### config.mk
export PLATFORM = sky130hd
export DESIGN_NAME = triple_timer
export DESIGN_NICKNAME = d
export VERILOG_FILES = /design/src/core/timer_pkg.sv /design/src/core/triple_timer.sv /design/src/core/timer_pin_sampler.sv
export SDC_FILE = /design/constraint.sdc
export NUM_CORES = 1
export LEC_CHECK = 0
export BUFFER_PORTS_ARGS = -buffer_cell sky130_fd_sc_hd__buf_2
export CAP_MARGIN = 30
export CORE_AREA = 2 2 185 259
export DETAILED_ROUTE_END_ITERATION = 8
export DIE_AREA = 0 0 187 261
export SYNTH_ARGS = -nofsm -noshare
export SYNTH_HDL_FRONTEND = slang
export SYNTH_SLANG_ARGS = --single-unit
### constraint.sdc
create_clock -name clock -period 2.9 [get_ports clock]
set_input_delay 0.87 -clock clock [delete_from_list [all_inputs] [get_ports clock]]
set_output_delay 0.87 -clock clock [all_outputs]
set_load 0.005 [all_outputs]
### src/core/timer_pkg.sv
// Package: register map, mode bits, state types of the three-timer unit
package timer_pkg;

  // ----------------------------------------
  // Register offsets
  // ----------------------------------------
  localparam logic [7:0] OFS_T0_COUNT = 8'h50;
  localparam logic [7:0] OFS_T0_LIM_A = 8'h52;
  localparam logic [7:0] OFS_T0_LIM_B = 8'h54;
  localparam logic [7:0] OFS_T0_MODE = 8'h56;
  localparam logic [7:0] OFS_T1_COUNT = 8'h58;
  localparam logic [7:0] OFS_T1_LIM_A = 8'h5a;
  localparam logic [7:0] OFS_T1_LIM_B = 8'h5c;
  localparam logic [7:0] OFS_T1_MODE = 8'h5e;
  localparam logic [7:0] OFS_T2_COUNT = 8'h60;
  localparam logic [7:0] OFS_T2_LIM_A = 8'h62;
  localparam logic [7:0] OFS_T2_MODE = 8'h66;

  // ----------------------------------------
  // Mode/control bit positions
  // ----------------------------------------
  localparam int BIT_EN = 15;
  localparam int BIT_WMASK = 14;
  localparam int BIT_IRQ_EN = 13;
  localparam int BIT_SEL = 12;
  localparam int BIT_MAX = 5;
  localparam int BIT_RESTART = 4;
  localparam int BIT_CHAIN = 3;
  localparam int BIT_OUTSIDE = 2;
  localparam int BIT_DUAL = 1;
  localparam int BIT_FREE = 0;

  // ----------------------------------------
  // Types
  // ----------------------------------------
  typedef enum logic [1:0] {
    SLOT_T0 = 2'b00,
    SLOT_T1 = 2'b01,
    SLOT_T2 = 2'b10,
    SLOT_IDLE = 2'b11
  } slot_t;

  typedef enum logic [1:0] {
    KIND_COUNT = 2'b00,
    KIND_LIM_A = 2'b01,
    KIND_LIM_B = 2'b10,
    KIND_MODE = 2'b11
  } reg_kind_t;

  typedef struct packed {
    logic hit;
    logic [1:0] tmr;
    reg_kind_t kind;
  } reg_sel_t;

  typedef struct packed {
    logic [15:0] count;
    logic [15:0] lim_a;
    logic [15:0] lim_b;
    logic en;
    logic irq_en;
    logic sel;
    logic maxf;
    logic restart;
    logic chain;
    logic outside;
    logic dual;
    logic free;
    logic armed;
  } timer_t;

  typedef struct packed {
    timer_t [2:0] tmr;
    slot_t slot;
    logic [1:0] chain_pend;
    logic [15:0] rdata;
    logic wait_st;
    logic [1:0] out;
    logic [2:0] irq;
  } top_state_t;

  typedef struct packed {
    logic s1;
    logic s2;
    logic s3;
    logic pend;
  } pin_state_t;

  // ----------------------------------------
  // Reset values
  // ----------------------------------------
  localparam timer_t RST_TMR_DUAL = '{dual: 1'b1, default: '0};
  localparam timer_t RST_TMR_PLAIN = '{default: '0};
  localparam logic [1:0] RST_OUT = 2'b11;
  localparam top_state_t RST_TOP = '{
    tmr: {RST_TMR_PLAIN, RST_TMR_DUAL, RST_TMR_DUAL},
    slot: SLOT_T0,
    chain_pend: 2'b00,
    rdata: 16'h0000,
    wait_st: 1'b0,
    out: RST_OUT,
    irq: 3'h0
  };
  localparam pin_state_t RST_PIN = '{default: '0};

endpackage

### src/core/triple_timer.sv
// Three 16-bit programmable timers with register port
`timescale 1ns/10ps
`default_nettype none
module triple_timer (
  // Clock and reset
  input wire logic clock,
  input wire logic reset_n,
  // Register port
  input wire logic [7:0] reg_addr,
  input wire logic [15:0] reg_wdata,
  input wire logic reg_write,
  input wire logic reg_read,
  output logic [15:0] reg_rdata,
  output logic bus_wait,
  // Timer pins
  input wire logic [1:0] timer_in,
  output logic [1:0] timer_out,
  // Interrupt requests
  output logic [2:0] timer_irq
);

  timer_pkg::top_state_t state_reg;
  timer_pkg::top_state_t state_next;
  timer_pkg::reg_sel_t sel_dec;
  logic [1:0] take;
  logic [1:0] pin_level;
  logic [1:0] pin_rise;
  logic [2:0] level_v;
  logic [2:0] rise_v;
  logic [2:0] chain_v;
  logic [2:0] max_evt;

  // ----------------------------------------
  // Functions
  // ----------------------------------------
  function automatic timer_pkg::reg_sel_t decode(input logic [7:0] a);
    timer_pkg::reg_sel_t d;
    d = '{hit: 1'b1, tmr: 2'd0, kind: timer_pkg::KIND_COUNT};
    case (a)
      timer_pkg::OFS_T0_COUNT: d.kind = timer_pkg::KIND_COUNT;
      timer_pkg::OFS_T0_LIM_A: d.kind = timer_pkg::KIND_LIM_A;
      timer_pkg::OFS_T0_LIM_B: d.kind = timer_pkg::KIND_LIM_B;
      timer_pkg::OFS_T0_MODE: d.kind = timer_pkg::KIND_MODE;
      timer_pkg::OFS_T1_COUNT: d = '{1'b1, 2'd1, timer_pkg::KIND_COUNT};
      timer_pkg::OFS_T1_LIM_A: d = '{1'b1, 2'd1, timer_pkg::KIND_LIM_A};
      timer_pkg::OFS_T1_LIM_B: d = '{1'b1, 2'd1, timer_pkg::KIND_LIM_B};
      timer_pkg::OFS_T1_MODE: d = '{1'b1, 2'd1, timer_pkg::KIND_MODE};
      timer_pkg::OFS_T2_COUNT: d = '{1'b1, 2'd2, timer_pkg::KIND_COUNT};
      timer_pkg::OFS_T2_LIM_A: d = '{1'b1, 2'd2, timer_pkg::KIND_LIM_A};
      timer_pkg::OFS_T2_MODE: d = '{1'b1, 2'd2, timer_pkg::KIND_MODE};
      default: d.hit = 1'b0;
    endcase
    return d;
  endfunction

  function automatic logic [15:0] mode_word(input timer_pkg::timer_t t);
    logic [15:0] w;
    w = 16'h0000;
    w[timer_pkg::BIT_EN] = t.en;
    w[timer_pkg::BIT_IRQ_EN] = t.irq_en;
    w[timer_pkg::BIT_SEL] = t.sel;
    w[timer_pkg::BIT_MAX] = t.maxf;
    w[timer_pkg::BIT_RESTART] = t.restart;
    w[timer_pkg::BIT_CHAIN] = t.chain;
    w[timer_pkg::BIT_OUTSIDE] = t.outside;
    w[timer_pkg::BIT_DUAL] = t.dual;
    w[timer_pkg::BIT_FREE] = t.free;
    return w;
  endfunction

  // ----------------------------------------
  // Pin samplers
  // ----------------------------------------
  for (genvar p = 0; p < 2; p++) begin : g_pin
    timer_pin_sampler u_pin (
      .clock(clock),
      .reset_n(reset_n),
      .pin(timer_in[p]),
      .take(take[p]),
      .level(pin_level[p]),
      .rise(pin_rise[p])
    );
  end

  assign sel_dec = decode(reg_addr);
  assign level_v = {1'b1, pin_level};
  assign rise_v = {1'b0, pin_rise};
  assign chain_v = {1'b0, state_reg.chain_pend};

  // ----------------------------------------
  // Next state
  // ----------------------------------------
  always_comb begin
    logic [15:0] lim;
    logic [15:0] inc;
    logic go;
    logic tick;
    logic t2_tick;
    lim = 16'h0000;
    inc = 16'h0000;
    go = 1'b0;
    tick = 1'b0;
    t2_tick = 1'b0;
    state_next = state_reg;
    state_next.irq = 3'h0;
    state_next.rdata = 16'h0000;
    state_next.wait_st = reg_write | reg_read;
    take = 2'b00;
    max_evt = 3'h0;
    // Shared service slot: timers 0, 1, 2 in turn, then one idle clock
    case (state_reg.slot)
      timer_pkg::SLOT_T0: state_next.slot = timer_pkg::SLOT_T1;
      timer_pkg::SLOT_T1: state_next.slot = timer_pkg::SLOT_T2;
      timer_pkg::SLOT_T2: state_next.slot = timer_pkg::SLOT_IDLE;
      default: state_next.slot = timer_pkg::SLOT_T0;
    endcase
    for (int i = 0; i < 3; i++) begin
      lim = state_reg.tmr[i].sel ? state_reg.tmr[i].lim_b : state_reg.tmr[i].lim_a;
      go = 1'b0;
      if (state_reg.slot == timer_pkg::slot_t'(i[1:0])) begin
        if (i < 2) begin
          take[i[0]] = 1'b1;
        end
        if (state_reg.tmr[i].en) begin
          tick = state_reg.tmr[i].restart ? state_reg.tmr[i].armed : level_v[i];
          if (state_reg.tmr[i].chain) begin
            tick = tick & chain_v[i];
          end
          if (state_reg.tmr[i].outside) begin
            go = rise_v[i];
          end else if (state_reg.tmr[i].restart && rise_v[i]) begin
            state_next.tmr[i].count = 16'h0000;
            state_next.tmr[i].armed = 1'b1;
          end else begin
            go = tick;
          end
        end
      end
      if (go) begin
        inc = state_reg.tmr[i].count + 16'h0001;
        if (inc == lim) begin
          state_next.tmr[i].count = 16'h0000;
          max_evt[i] = 1'b1;
          state_next.tmr[i].maxf = 1'b1;
          state_next.irq[i] = state_reg.tmr[i].irq_en;
          state_next.tmr[i].sel = ~state_reg.tmr[i].sel;
          if (!state_reg.tmr[i].free && (!state_reg.tmr[i].dual || state_reg.tmr[i].sel)) begin
            state_next.tmr[i].en = 1'b0;
          end
        end else begin
          state_next.tmr[i].count = inc;
        end
      end
    end
    t2_tick = max_evt[2];
    for (int j = 0; j < 2; j++) begin
      state_next.chain_pend[j] = (state_reg.chain_pend[j] & ~take[j]) | t2_tick;
    end
    // Register writes, after counting so a write wins, except over a max flag set by counting in the same cycle
    if (reg_write && sel_dec.hit) begin
      case (sel_dec.kind)
        timer_pkg::KIND_COUNT: state_next.tmr[sel_dec.tmr].count = reg_wdata;
        timer_pkg::KIND_LIM_A: state_next.tmr[sel_dec.tmr].lim_a = reg_wdata;
        timer_pkg::KIND_LIM_B: state_next.tmr[sel_dec.tmr].lim_b = reg_wdata;
        timer_pkg::KIND_MODE: begin
          if (reg_wdata[timer_pkg::BIT_WMASK]) begin
            state_next.tmr[sel_dec.tmr].en = reg_wdata[timer_pkg::BIT_EN];
            state_next.tmr[sel_dec.tmr].armed = 1'b0;
          end
          state_next.tmr[sel_dec.tmr].irq_en = reg_wdata[timer_pkg::BIT_IRQ_EN];
          state_next.tmr[sel_dec.tmr].maxf = reg_wdata[timer_pkg::BIT_MAX] |
                                             max_evt[sel_dec.tmr];
          state_next.tmr[sel_dec.tmr].restart = reg_wdata[timer_pkg::BIT_RESTART];
          state_next.tmr[sel_dec.tmr].chain = reg_wdata[timer_pkg::BIT_CHAIN];
          state_next.tmr[sel_dec.tmr].outside = reg_wdata[timer_pkg::BIT_OUTSIDE];
          state_next.tmr[sel_dec.tmr].dual = reg_wdata[timer_pkg::BIT_DUAL];
          state_next.tmr[sel_dec.tmr].free = reg_wdata[timer_pkg::BIT_FREE];
        end
        default: state_next.slot = state_next.slot;
      endcase
    end
    // Timer 2 fixed fields
    state_next.tmr[2].restart = 1'b0;
    state_next.tmr[2].chain = 1'b0;
    state_next.tmr[2].outside = 1'b0;
    state_next.tmr[2].dual = 1'b0;
    state_next.tmr[2].lim_b = 16'h0000;
    for (int i = 0; i < 3; i++) begin
      state_next.tmr[i].sel = state_next.tmr[i].sel & state_next.tmr[i].dual;
    end
    for (int j = 0; j < 2; j++) begin
      state_next.out[j] = state_next.tmr[j].dual ? ~state_next.tmr[j].sel :
                          ~max_evt[j];
    end
    // Read data in the following cycle
    if (reg_read && sel_dec.hit) begin
      case (sel_dec.kind)
        timer_pkg::KIND_COUNT: state_next.rdata = state_reg.tmr[sel_dec.tmr].count;
        timer_pkg::KIND_LIM_A: state_next.rdata = state_reg.tmr[sel_dec.tmr].lim_a;
        timer_pkg::KIND_LIM_B: state_next.rdata = state_reg.tmr[sel_dec.tmr].lim_b;
        default: state_next.rdata = mode_word(state_reg.tmr[sel_dec.tmr]);
      endcase
    end
  end

  always_ff @(posedge clock or negedge reset_n) begin
    if (!reset_n) begin
      state_reg <= timer_pkg::RST_TOP;
    end else begin
      state_reg <= state_next;
    end
  end

  assign reg_rdata = state_reg.rdata;
  assign bus_wait = state_reg.wait_st;
  assign timer_out = state_reg.out;
  assign timer_irq = state_reg.irq;

  logic wr_t0_mode;
  logic wr_t0;
  assign wr_t0 = reg_write && sel_dec.hit && sel_dec.tmr == 2'd0;
  assign wr_t0_mode = wr_t0 && sel_dec.kind == timer_pkg::KIND_MODE;

  logic wr_t1;
  logic wr_t1_mode;
  logic rd_mode;
  assign wr_t1 = reg_write && sel_dec.hit && sel_dec.tmr == 2'd1;
  assign wr_t1_mode = wr_t1 && sel_dec.kind == timer_pkg::KIND_MODE;
  assign rd_mode = reg_read && sel_dec.hit && sel_dec.kind == timer_pkg::KIND_MODE;
endmodule // triple_timer
`default_nettype wire

### src/core/timer_pin_sampler.sv
// Synchroniser and rising-edge catcher for one timer input pin
`timescale 1ns/10ps
`default_nettype none
module timer_pin_sampler (
  // Clock and reset
  input wire logic clock,
  input wire logic reset_n,
  // Pin side
  input wire logic pin,
  // Timer side
  input wire logic take,
  output logic level,
  output logic rise
);

  timer_pkg::pin_state_t state_reg;
  timer_pkg::pin_state_t state_next;

  // ----------------------------------------
  // Sampling
  // ----------------------------------------
  always_comb begin
    state_next = state_reg;
    state_next.s1 = pin;
    state_next.s2 = state_reg.s1;
    state_next.s3 = state_reg.s2;
    // Edge held until serviced, new edge beats consume
    state_next.pend = (state_reg.pend & ~take) | (state_reg.s2 & ~state_reg.s3);
  end

  always_ff @(posedge clock or negedge reset_n) begin
    if (!reset_n) begin
      state_reg <= timer_pkg::RST_PIN;
    end else begin
      state_reg <= state_next;
    end
  end

  assign level = state_reg.s2;
  assign rise = state_reg.pend;

endmodule // timer_pin_sampler
`default_nettype wire

==> results of run 1 <==
-- Yosys cell counts, drive strengths merged (38+ instances only) --
library cell / instances / area share
dfrtp: 182 / 0.40
mux2: 88 / 0.086
mux2i: 41 / 0.036
nand3: 38 / 0.019
xnor2: 54 / 0.041
clkbuf: 67 / 0.022
buf: 51 / 0.028
a21oi: 41 / 0.018
nand2: 160 / 0.053
o21ai: 58 / 0.025
a22o: 38 / 0.029
nor2: 86 / 0.028
-- per-stage QoR --
stage / TNS, ps / power (W) / util / instances / cell area [µm²]
final: 0 / 0.00665 / 0.288 / 1921 / 13500
after global routing: 0 / 0.00694 / 0.288 / 1920 / 13500
after CTS: 0 / 0.00669 / 0.288 / 1920 / 13500
after detailed placement: -156 / 0.00432 / 0.276 / 1888 / 12900
after global placement: -167 / 0.00431 / 0.276 / 1888 / 12900
after floorplan: 0 / 0.00382 / - / 1233 / 11500
-- path summary, 6_finish.rpt --
path	startpoint	end	slack [ps]	cells past startpoint
worst max-delay path	state_reg[187]	state_reg[190]	170	8
worst min-delay path	g_pin[0].u_pin.state_next[2]	g_pin[0].u_pin.level	350	0
worst max register to register	state_reg[187]	state_reg[190]	170	8
worst min register to register	g_pin[0].u_pin.state_next[2]	g_pin[0].u_pin.level	350	0
max in group asynchronous	reset_n	state_reg[191]	1790	2
min in group asynchronous	reset_n	g_pin[0].u_pin.state_next[2]	390	1
-- power groups by stage --
stage	logic, W	clock network [W]	registers, W
3_5_place_dp	0.00130	0	0.00303
6_report	0.00130	0.00235	0.00299
4_1_cts	0.00130	0.00240	0.00298
3_3_place_gp	0.00128	0	0.00302
5_1_grt	0.00142	0.00251	0.00301
2_1_floorplan	0.000917	0	0.00290
-- routing by layer --
layer	global-route usage	vias up
met5	0	-
met4	0.0928	0
met3	0.0208	89
met2	0.299	277
met1	0.178	4807
li1	-	4514
-- cells by family (layout without fill, tap and decap cells) --
| family | count (synthesis) | after routing | share of synthesized area |
|---|---|---|---|
| and+or+nand+nor | 413 | 413 | 0.178 |
| AOI/OAI and AO/OA | 283 | 283 | 0.168 |
| DFF | 186 | 186 | 0.406 |
| buffers and inverters | 138 | 201 | 0.0570 |
| muxes | 129 | 129 | 0.122 |
| xor gates and xnor gates | 76 | 76 | 0.0598 |
| adders and majority gates | 8 | 8 | 0.00850 |
| other | 0 | 1 | 0 |
-- area by class of cell --
class | instances | area (µm²) | share of cell area
clock buffer | 21 | 450 | 0.0335
multi-input combinational | 909 | 6180 | 0.459
timing repair buffer | 149 | 1190 | 0.0882
inverter | 20 | 75.1 | 0.00558
clock inverter | 11 | 121 | 0.00902
antenna | 1 | 2.50 | 0.000186
tap | 624 | 781 | 0.0580
sequential | 186 | 4660 | 0.346
==> flow_summary.ini, run 1 <==
[clock_tree]
clock_sinks = 186
clk_pin_slew_ps = 70
clock_latency_ps = 460
cts-root-buf = clkbuf_16
cts_hold_buf = 0
clockBufferDepth = 2
ctsResizeCount = 0
htreeDepth = 4
numCtsBuffers = 17
post_cts_buffers = 0
cts_tree = yes

[routing]
viasPerCell = 5.04
drt_iter0_markers = 747
dr_wl_met2_um = 20500
dr_wl_met3_um = 1340
wl_per_cell_um = 20.3
drcViolationCount = 0
wirelength_um = 39000
highest_layer = met4
drt_pre_antenna_iters = 5
ant_nets = 0
vias = 9687
wl_met1_um = 15100

[die]
pin_count = 52
die_y_um = 261
core_area_um2 = 46700
die_x_um = 187
rows = 94
dieArea_um2 = 48800
start_util = 0.246

[worst_setup_path]
slowest_stage = dfrtp_1
crit_buf_inv = 1
endpoint_kind = flop
worstSetupStartpointType = flop
crit_required_ps = 3250
cp.arrival_ps = 3070
path_class = flop to flop
crit_fanout = 17
path_cells = and3_1 > nor2_1 > a2111oi_0 > nand4_1 > nor3_1 > nand3_1 > buf_4 > a22o_1
slowest_delay_ps = 500
cp_top_family = simple AND/OR/NAND/NOR gates

[timing]
slew_headroom = 0.602
finalWorstSetupSlack_ps = 175
fin_skew_ps = 9.42
rsz0062_at_grt = false
hold_slack_ps = 350
layout_min_cycle_time_ps = 2730
finalMaxSlewViolations = 0
post-route-period-util = 0.940
setup_viol_count_final = 0
hold_violations = 0
worst_pin_slew_ps = 597
fmax_ghz = 0.367

[layout]
layout_commonest_cell = dfrtp_1
mostFrequentLayoutCells = 182 x dfrtp_1, 159 x nand2_1, 88 x mux2_2
drive_gt1_frac = 0.225
area_growth_pct = 17.2
final_net_count = 1320
fill_cells = 4911

[place]
dp_hpwl_um = 30000
port_buffers = 51
dp_worst_setup_slack_ps = -156
gp_congestion = 0.940

[grt]
grt_pass1_vias = 9844
grt_max_degree = 61
antenna_found_initial = 0
grt_pass1_wl_um = 59700
overflow = 0
grt_usage = 0.161

[power]
power_density_nw_per_um2 = 494
seqPwrFrac = 0.450
netSwitchingFraction = 0.311
cellInternalPower_w = 0.00458
combPwrFrac = 0.196
clkPwrFrac = 0.354
power_leakage_nw = 5.71
p_switching_w = 0.00207
ir_drop_v = 0.000425

[synth]
synth_cells = 1233
syn_area_um2 = 11500
synth_cell_types = 72
synth_seq_area_share = 0.406
synth_nets = 1270
synth_edf_count = 0
yosys_warnings = 0
synth-seq-cells = 186
synthArstFlopShare = 1.00
synthFlopType = dfrtp_1
postSynthAreaPerCell_um2 = 9.31

[job]
maxCapViolCount = 0

[status]
status = complete, no violations

[hold_path]
min_path_type = flop to flop
Note: power is estimated with default switching activity, not from simulation.
==> run 2, diff against run 1 <==
CELL_PAD_IN_SITES_DETAIL_PLACEMENT = 1   (was not set)
CELL_PAD_IN_SITES_GLOBAL_PLACEMENT = 1   (was not set)
PLACE_DENSITY_LB_ADDON = 0.1   (was not set)
==> flow_summary.ini, run 2 (synthesis gave the netlist of run 1 again) <==
[status]
status = complete, no violations

[clock_tree]
clk_pin_slew_ps = 80
clock_latency_ps = 460
cts-root-buf = clkbuf_16
numCtsBuffers = 17
htreeDepth = 4
clock_sinks = 186
post_cts_buffers = 0
cts_tree = yes
clockBufferDepth = 2

[layout]
layout_commonest_cell = dfrtp_1
mostFrequentLayoutCells = 181 x dfrtp_1, 159 x nand2_1, 97 x buf_4
antenna_cells = 0
final_net_count = 1336
drive_gt1_frac = 0.242
area_growth_pct = 18.8
fin_cells = 1936

[routing]
wl_per_cell_um = 23.7
viasPerCell = 4.96
drcViolationCount = 0
vias = 9595
drt_iter0_markers = 458
wirelength_um = 46000
drt_pre_antenna_iters = 5
ant_nets = 0

[die]
pin_count = 52
die_x_um = 187
start_util = 0.246
dieArea_um2 = 48800
rows = 94
core_area_um2 = 46700
die_y_um = 261

[worst_setup_path]
rrSetupSlack_ps = 210
cp.arrival_ps = 3020
endpoint_kind = flop
worstSetupStartpointType = flop
crit_fanout = 6
worst_r2r_path_depth = 8
crit_required_ps = 3230
r2r_end = state_reg[77]
timing.rr.start = state_reg[33]
path_class = flop to flop

[timing]
fmax_ghz = 0.372
post-route-period-util = 0.927
tns_ps = 0
rsz0062_at_grt = false
worst_pin_slew_ps = 546
setup_viol_count_final = 0
fin_skew_ps = 12.6
layout_min_cycle_time_ps = 2690
finalWorstSetupSlack_ps = 213
finalMaxSlewViolations = 0
slew_headroom = 0.636
hold_violations = 0
hold_slack_ps = 310

[power]
power_leakage_nw = 5.81
ir_drop_v = 0.000445
power_density_nw_per_um2 = 501

[grt]
grt_pass1_vias = 10217
grt_usage = 0.193
overflow = 0
grt_pass1_wl_um = 69400
grt_max_degree = 60
antenna_found_initial = 0

[hold_path]
min_path_type = input port to asynchronous set/reset pin

[job]
maxCapViolCount = 0

[place]
gp_congestion = 0.828
dp_worst_setup_slack_ps = -426
dp_hpwl_um = 35300
port_buffers = 51
place_inst = 1904
[run 2: stage by stage]
step / area (µm²) / total power (W) / utilization
global route: 13600 / 0.00719 / 0.292
finish: 13600 / 0.00683 / 0.292
global placement: 13000 / 0.00442 / 0.279
detailed placement: 13000 / 0.00444 / 0.279
CTS: 13600 / 0.00695 / 0.292
floorplan: 11500 / 0.00382 / -
[run 2: how the worst max path moves through the flow]
stage                        start              to  slack [ps]  cells after the start
floorplan              reg_addr[0]            flop          60                      8
global placement       reg_addr[3]   reg_rdata[13]        -440                     11
detailed placement     reg_addr[0]   reg_rdata[13]        -430                     11
CTS                 state_reg[184]  state_reg[151]          40                      7
global route         state_reg[33]    timer_irq[0]          30                     10
finish               state_reg[33]   state_reg[77]         210                      8
[run 2: repair_timing]
action,CTS,global route
endpoints found under the setup margin,0,25
gates resized for setup,0,6
hold buffers,0,0
endpoints found under the hold margin,0,0
[run 2: routing by layer]
metal,global-route usage,vias up,share of wire
met5,0,-,0
met4,0.0672,0,0.027
met3,0.0172,42,0.017
met2,0.344,110,0.51
met1,0.243,4904,0.45
li1,-,4539,-
[run 2: report_power, final]
| group | switching [W] | leakage, nW | internal [W] |
|---|---|---|---|
| clock network | 0.00120 | 0.288 | 0.00125 |
| registers | 0.000258 | 2.46 | 0.00273 |
| logic | 0.000814 | 3.06 | 0.000580 |
[run 2: layout make-up]
class	instances	area (µm²)
fill	5400	33100
multi-input combinational	909	6200
tap	624	781
inverter	20	75.1
clock buffer	18	439
sequential	186	4660
timing repair buffer	165	1330
clock inverter	14	150
[run 2: worst max-delay path, stage by stage, from the launching register on]
cell and delay [ps]:
dfrtp_1 570, buf_4 220, mux2i_1 410, xnor2_1 220
nor4_1 270, a41oi_1 140, nor4_4 420, buf_4 230
o31ai_1 90
==> run 3, diff against run 2 <==
--- a/config.mk
+++ b/config.mk
@@ -11,7 +11,9 @@
 export CELL_PAD_IN_SITES_GLOBAL_PLACEMENT = 1
 export CORE_AREA = 2 2 185 259
+export CTS_BUF_LIST = sky130_fd_sc_hd__clkbuf_8
 export DETAILED_ROUTE_END_ITERATION = 8
 export DIE_AREA = 0 0 187 261
 export PLACE_DENSITY_LB_ADDON = 0.1
+export SLEW_MARGIN = 20
 export SYNTH_ARGS = -nofsm -noshare
 export SYNTH_HDL_FRONTEND = slang
==> constraint.sdc (replaced) <==
create_clock -name clock -period 2.9 [get_ports clock]
set_input_delay 0.145 -clock clock [delete_from_list [all_inputs] [get_ports clock]]
set_output_delay 0.145 -clock clock [all_outputs]
set_load 0.005 [all_outputs]
==> flow_summary.ini, run 3 (synthesis gave the netlist of run 1 again) <==
[status]
status = complete, no violations

[clock_tree]
post_cts_buffers = 0
cts-root-buf = clkbuf_8
clockBufferDepth = 2
htreeDepth = 4
clock_sinks = 186
clk_pin_slew_ps = 110
clock_latency_ps = 520
cts_tree = yes
numCtsBuffers = 17

[layout]
layout_commonest_cell = dfrtp_1
area_growth_pct = 14.6
drive_gt1_frac = 0.218
mostFrequentLayoutCells = 181 x dfrtp_1, 159 x nand2_1, 88 x mux2_2
fin_area_um2 = 13200
final_util = 0.282
final_net_count = 1317

[die]
dieArea_um2 = 48800
die_x_um = 187
rows = 94
start_util = 0.246
pin_count = 52
die_y_um = 261
core_area_um2 = 46700

[worst_setup_path]
crit_fanout = 6
worstSetupStartpointType = flop
cp.arrival_ps = 3140
endpoint_kind = flop
path_class = flop to flop
crit_required_ps = 3330

[timing]
fmax_ghz = 0.370
fin_skew_ps = 26.2
post-route-period-util = 0.932
hold_violations = 0
worst_pin_slew_ps = 705
hold_slack_ps = 48.3
finalWorstSetupSlack_ps = 196
setup_viol_count_final = 0
tns_ps = 0
finalMaxSlewViolations = 0
rsz0062_at_grt = false
slew_headroom = 0.530
layout_min_cycle_time_ps = 2700

[place]
port_buffers = 51
dp_worst_setup_slack_ps = 174
dp_hpwl_um = 36000
gp_congestion = 0.823
post_dp_cell_area_um2 = 12700

[grt]
grt_usage = 0.196
grt_pass1_wl_um = 70500
overflow = 0
grt_max_degree = 62
antenna_found_initial = 2
grt_pass1_vias = 10282

[power]
power_leakage_nw = 5.57
ir_drop_v = 0.000295
power_density_nw_per_um2 = 466

[routing]
wirelength_um = 46900
drcViolationCount = 0
viasPerCell = 4.98
vias = 9543
drt_pre_antenna_iters = 4
wl_per_cell_um = 24.4
drt_iter0_markers = 544
ant_nets = 0

[job]
maxCapViolCount = 0

[hold_path]
min_path_type = input port to flop
[run 3: worst paths after layout]
check	startpoint	end	slack, ps	depth (start not counted)
worst max-delay path	state_reg[91]	state_reg[91]	200	9
worst max register to register	state_reg[91]	state_reg[91]	200	9
worst min register to register	g_pin[1].u_pin.state_next[2]	g_pin[1].u_pin.level	360	0
min in group asynchronous	reset_n	g_pin[0].u_pin.state_next[2]	130	2
max in group asynchronous	reset_n	timer_out[1]	1910	3
worst min-delay path	reg_wdata[0]	state_reg[68]	50	3
[run 3: per-stage QoR]
| step | power (W) | cells |
|---|---|---|
| after floorplan | 0.00382 | 1233 |
| after global placement | 0.00441 | 1872 |
| after detailed placement | 0.00442 | 1872 |
| after CTS | 0.00624 | 1917 |
| after global routing | 0.00647 | 1918 |
| final | 0.00613 | 1918 |
[run 3: routing by layer]
layer | wire length (µm) | part of all wire | global-route usage
met5 | 0 | 0 | 0
met4 | 1340 | 0.029 | 0.0686
met3 | 838 | 0.018 | 0.0186
met2 | 24200 | 0.52 | 0.356
met1 | 20500 | 0.44 | 0.244
[run 3: power by group]
part | total [W] | switching (W) | internal, W
logic | 0.00138 | 0.000820 | 0.000557
registers | 0.00298 | 0.000253 | 0.00273
clock network | 0.00176 | 0.00114 | 0.000627
total | 0.00613 | 0.00221 | 0.00392
[run 3: critical path: stages, from the launching register on]
cell	delay, ps
dfrtp_1	540
buf_4	240
mux2i_1	280
xnor2_1	240
xor2_1	120
o22ai_1	320
nor4bb_1	530
buf_4	190
nand4_1	70
o21ai_0	80
[run 3: layout make-up]
| type | instances | area (µm²) |
|---|---|---|
| repair buffers | 146 | 1090 |
| diodes | 1 | 2.50 |
| well taps | 624 | 781 |
| clock buffers | 17 | 234 |
| clock inverters | 15 | 130 |
| fillers | 5426 | 33500 |
| inverters | 20 | 75.1 |
| flip-flops and latches | 186 | 4660 |
| multi-input cells | 909 | 6180 |
[run 3: repair_timing]
action,4_1_cts,5_1_grt
hold endpoints to repair,76,0
setup endpoints to repair,0,1
resized for setup,0,1
hold buffers,13,0
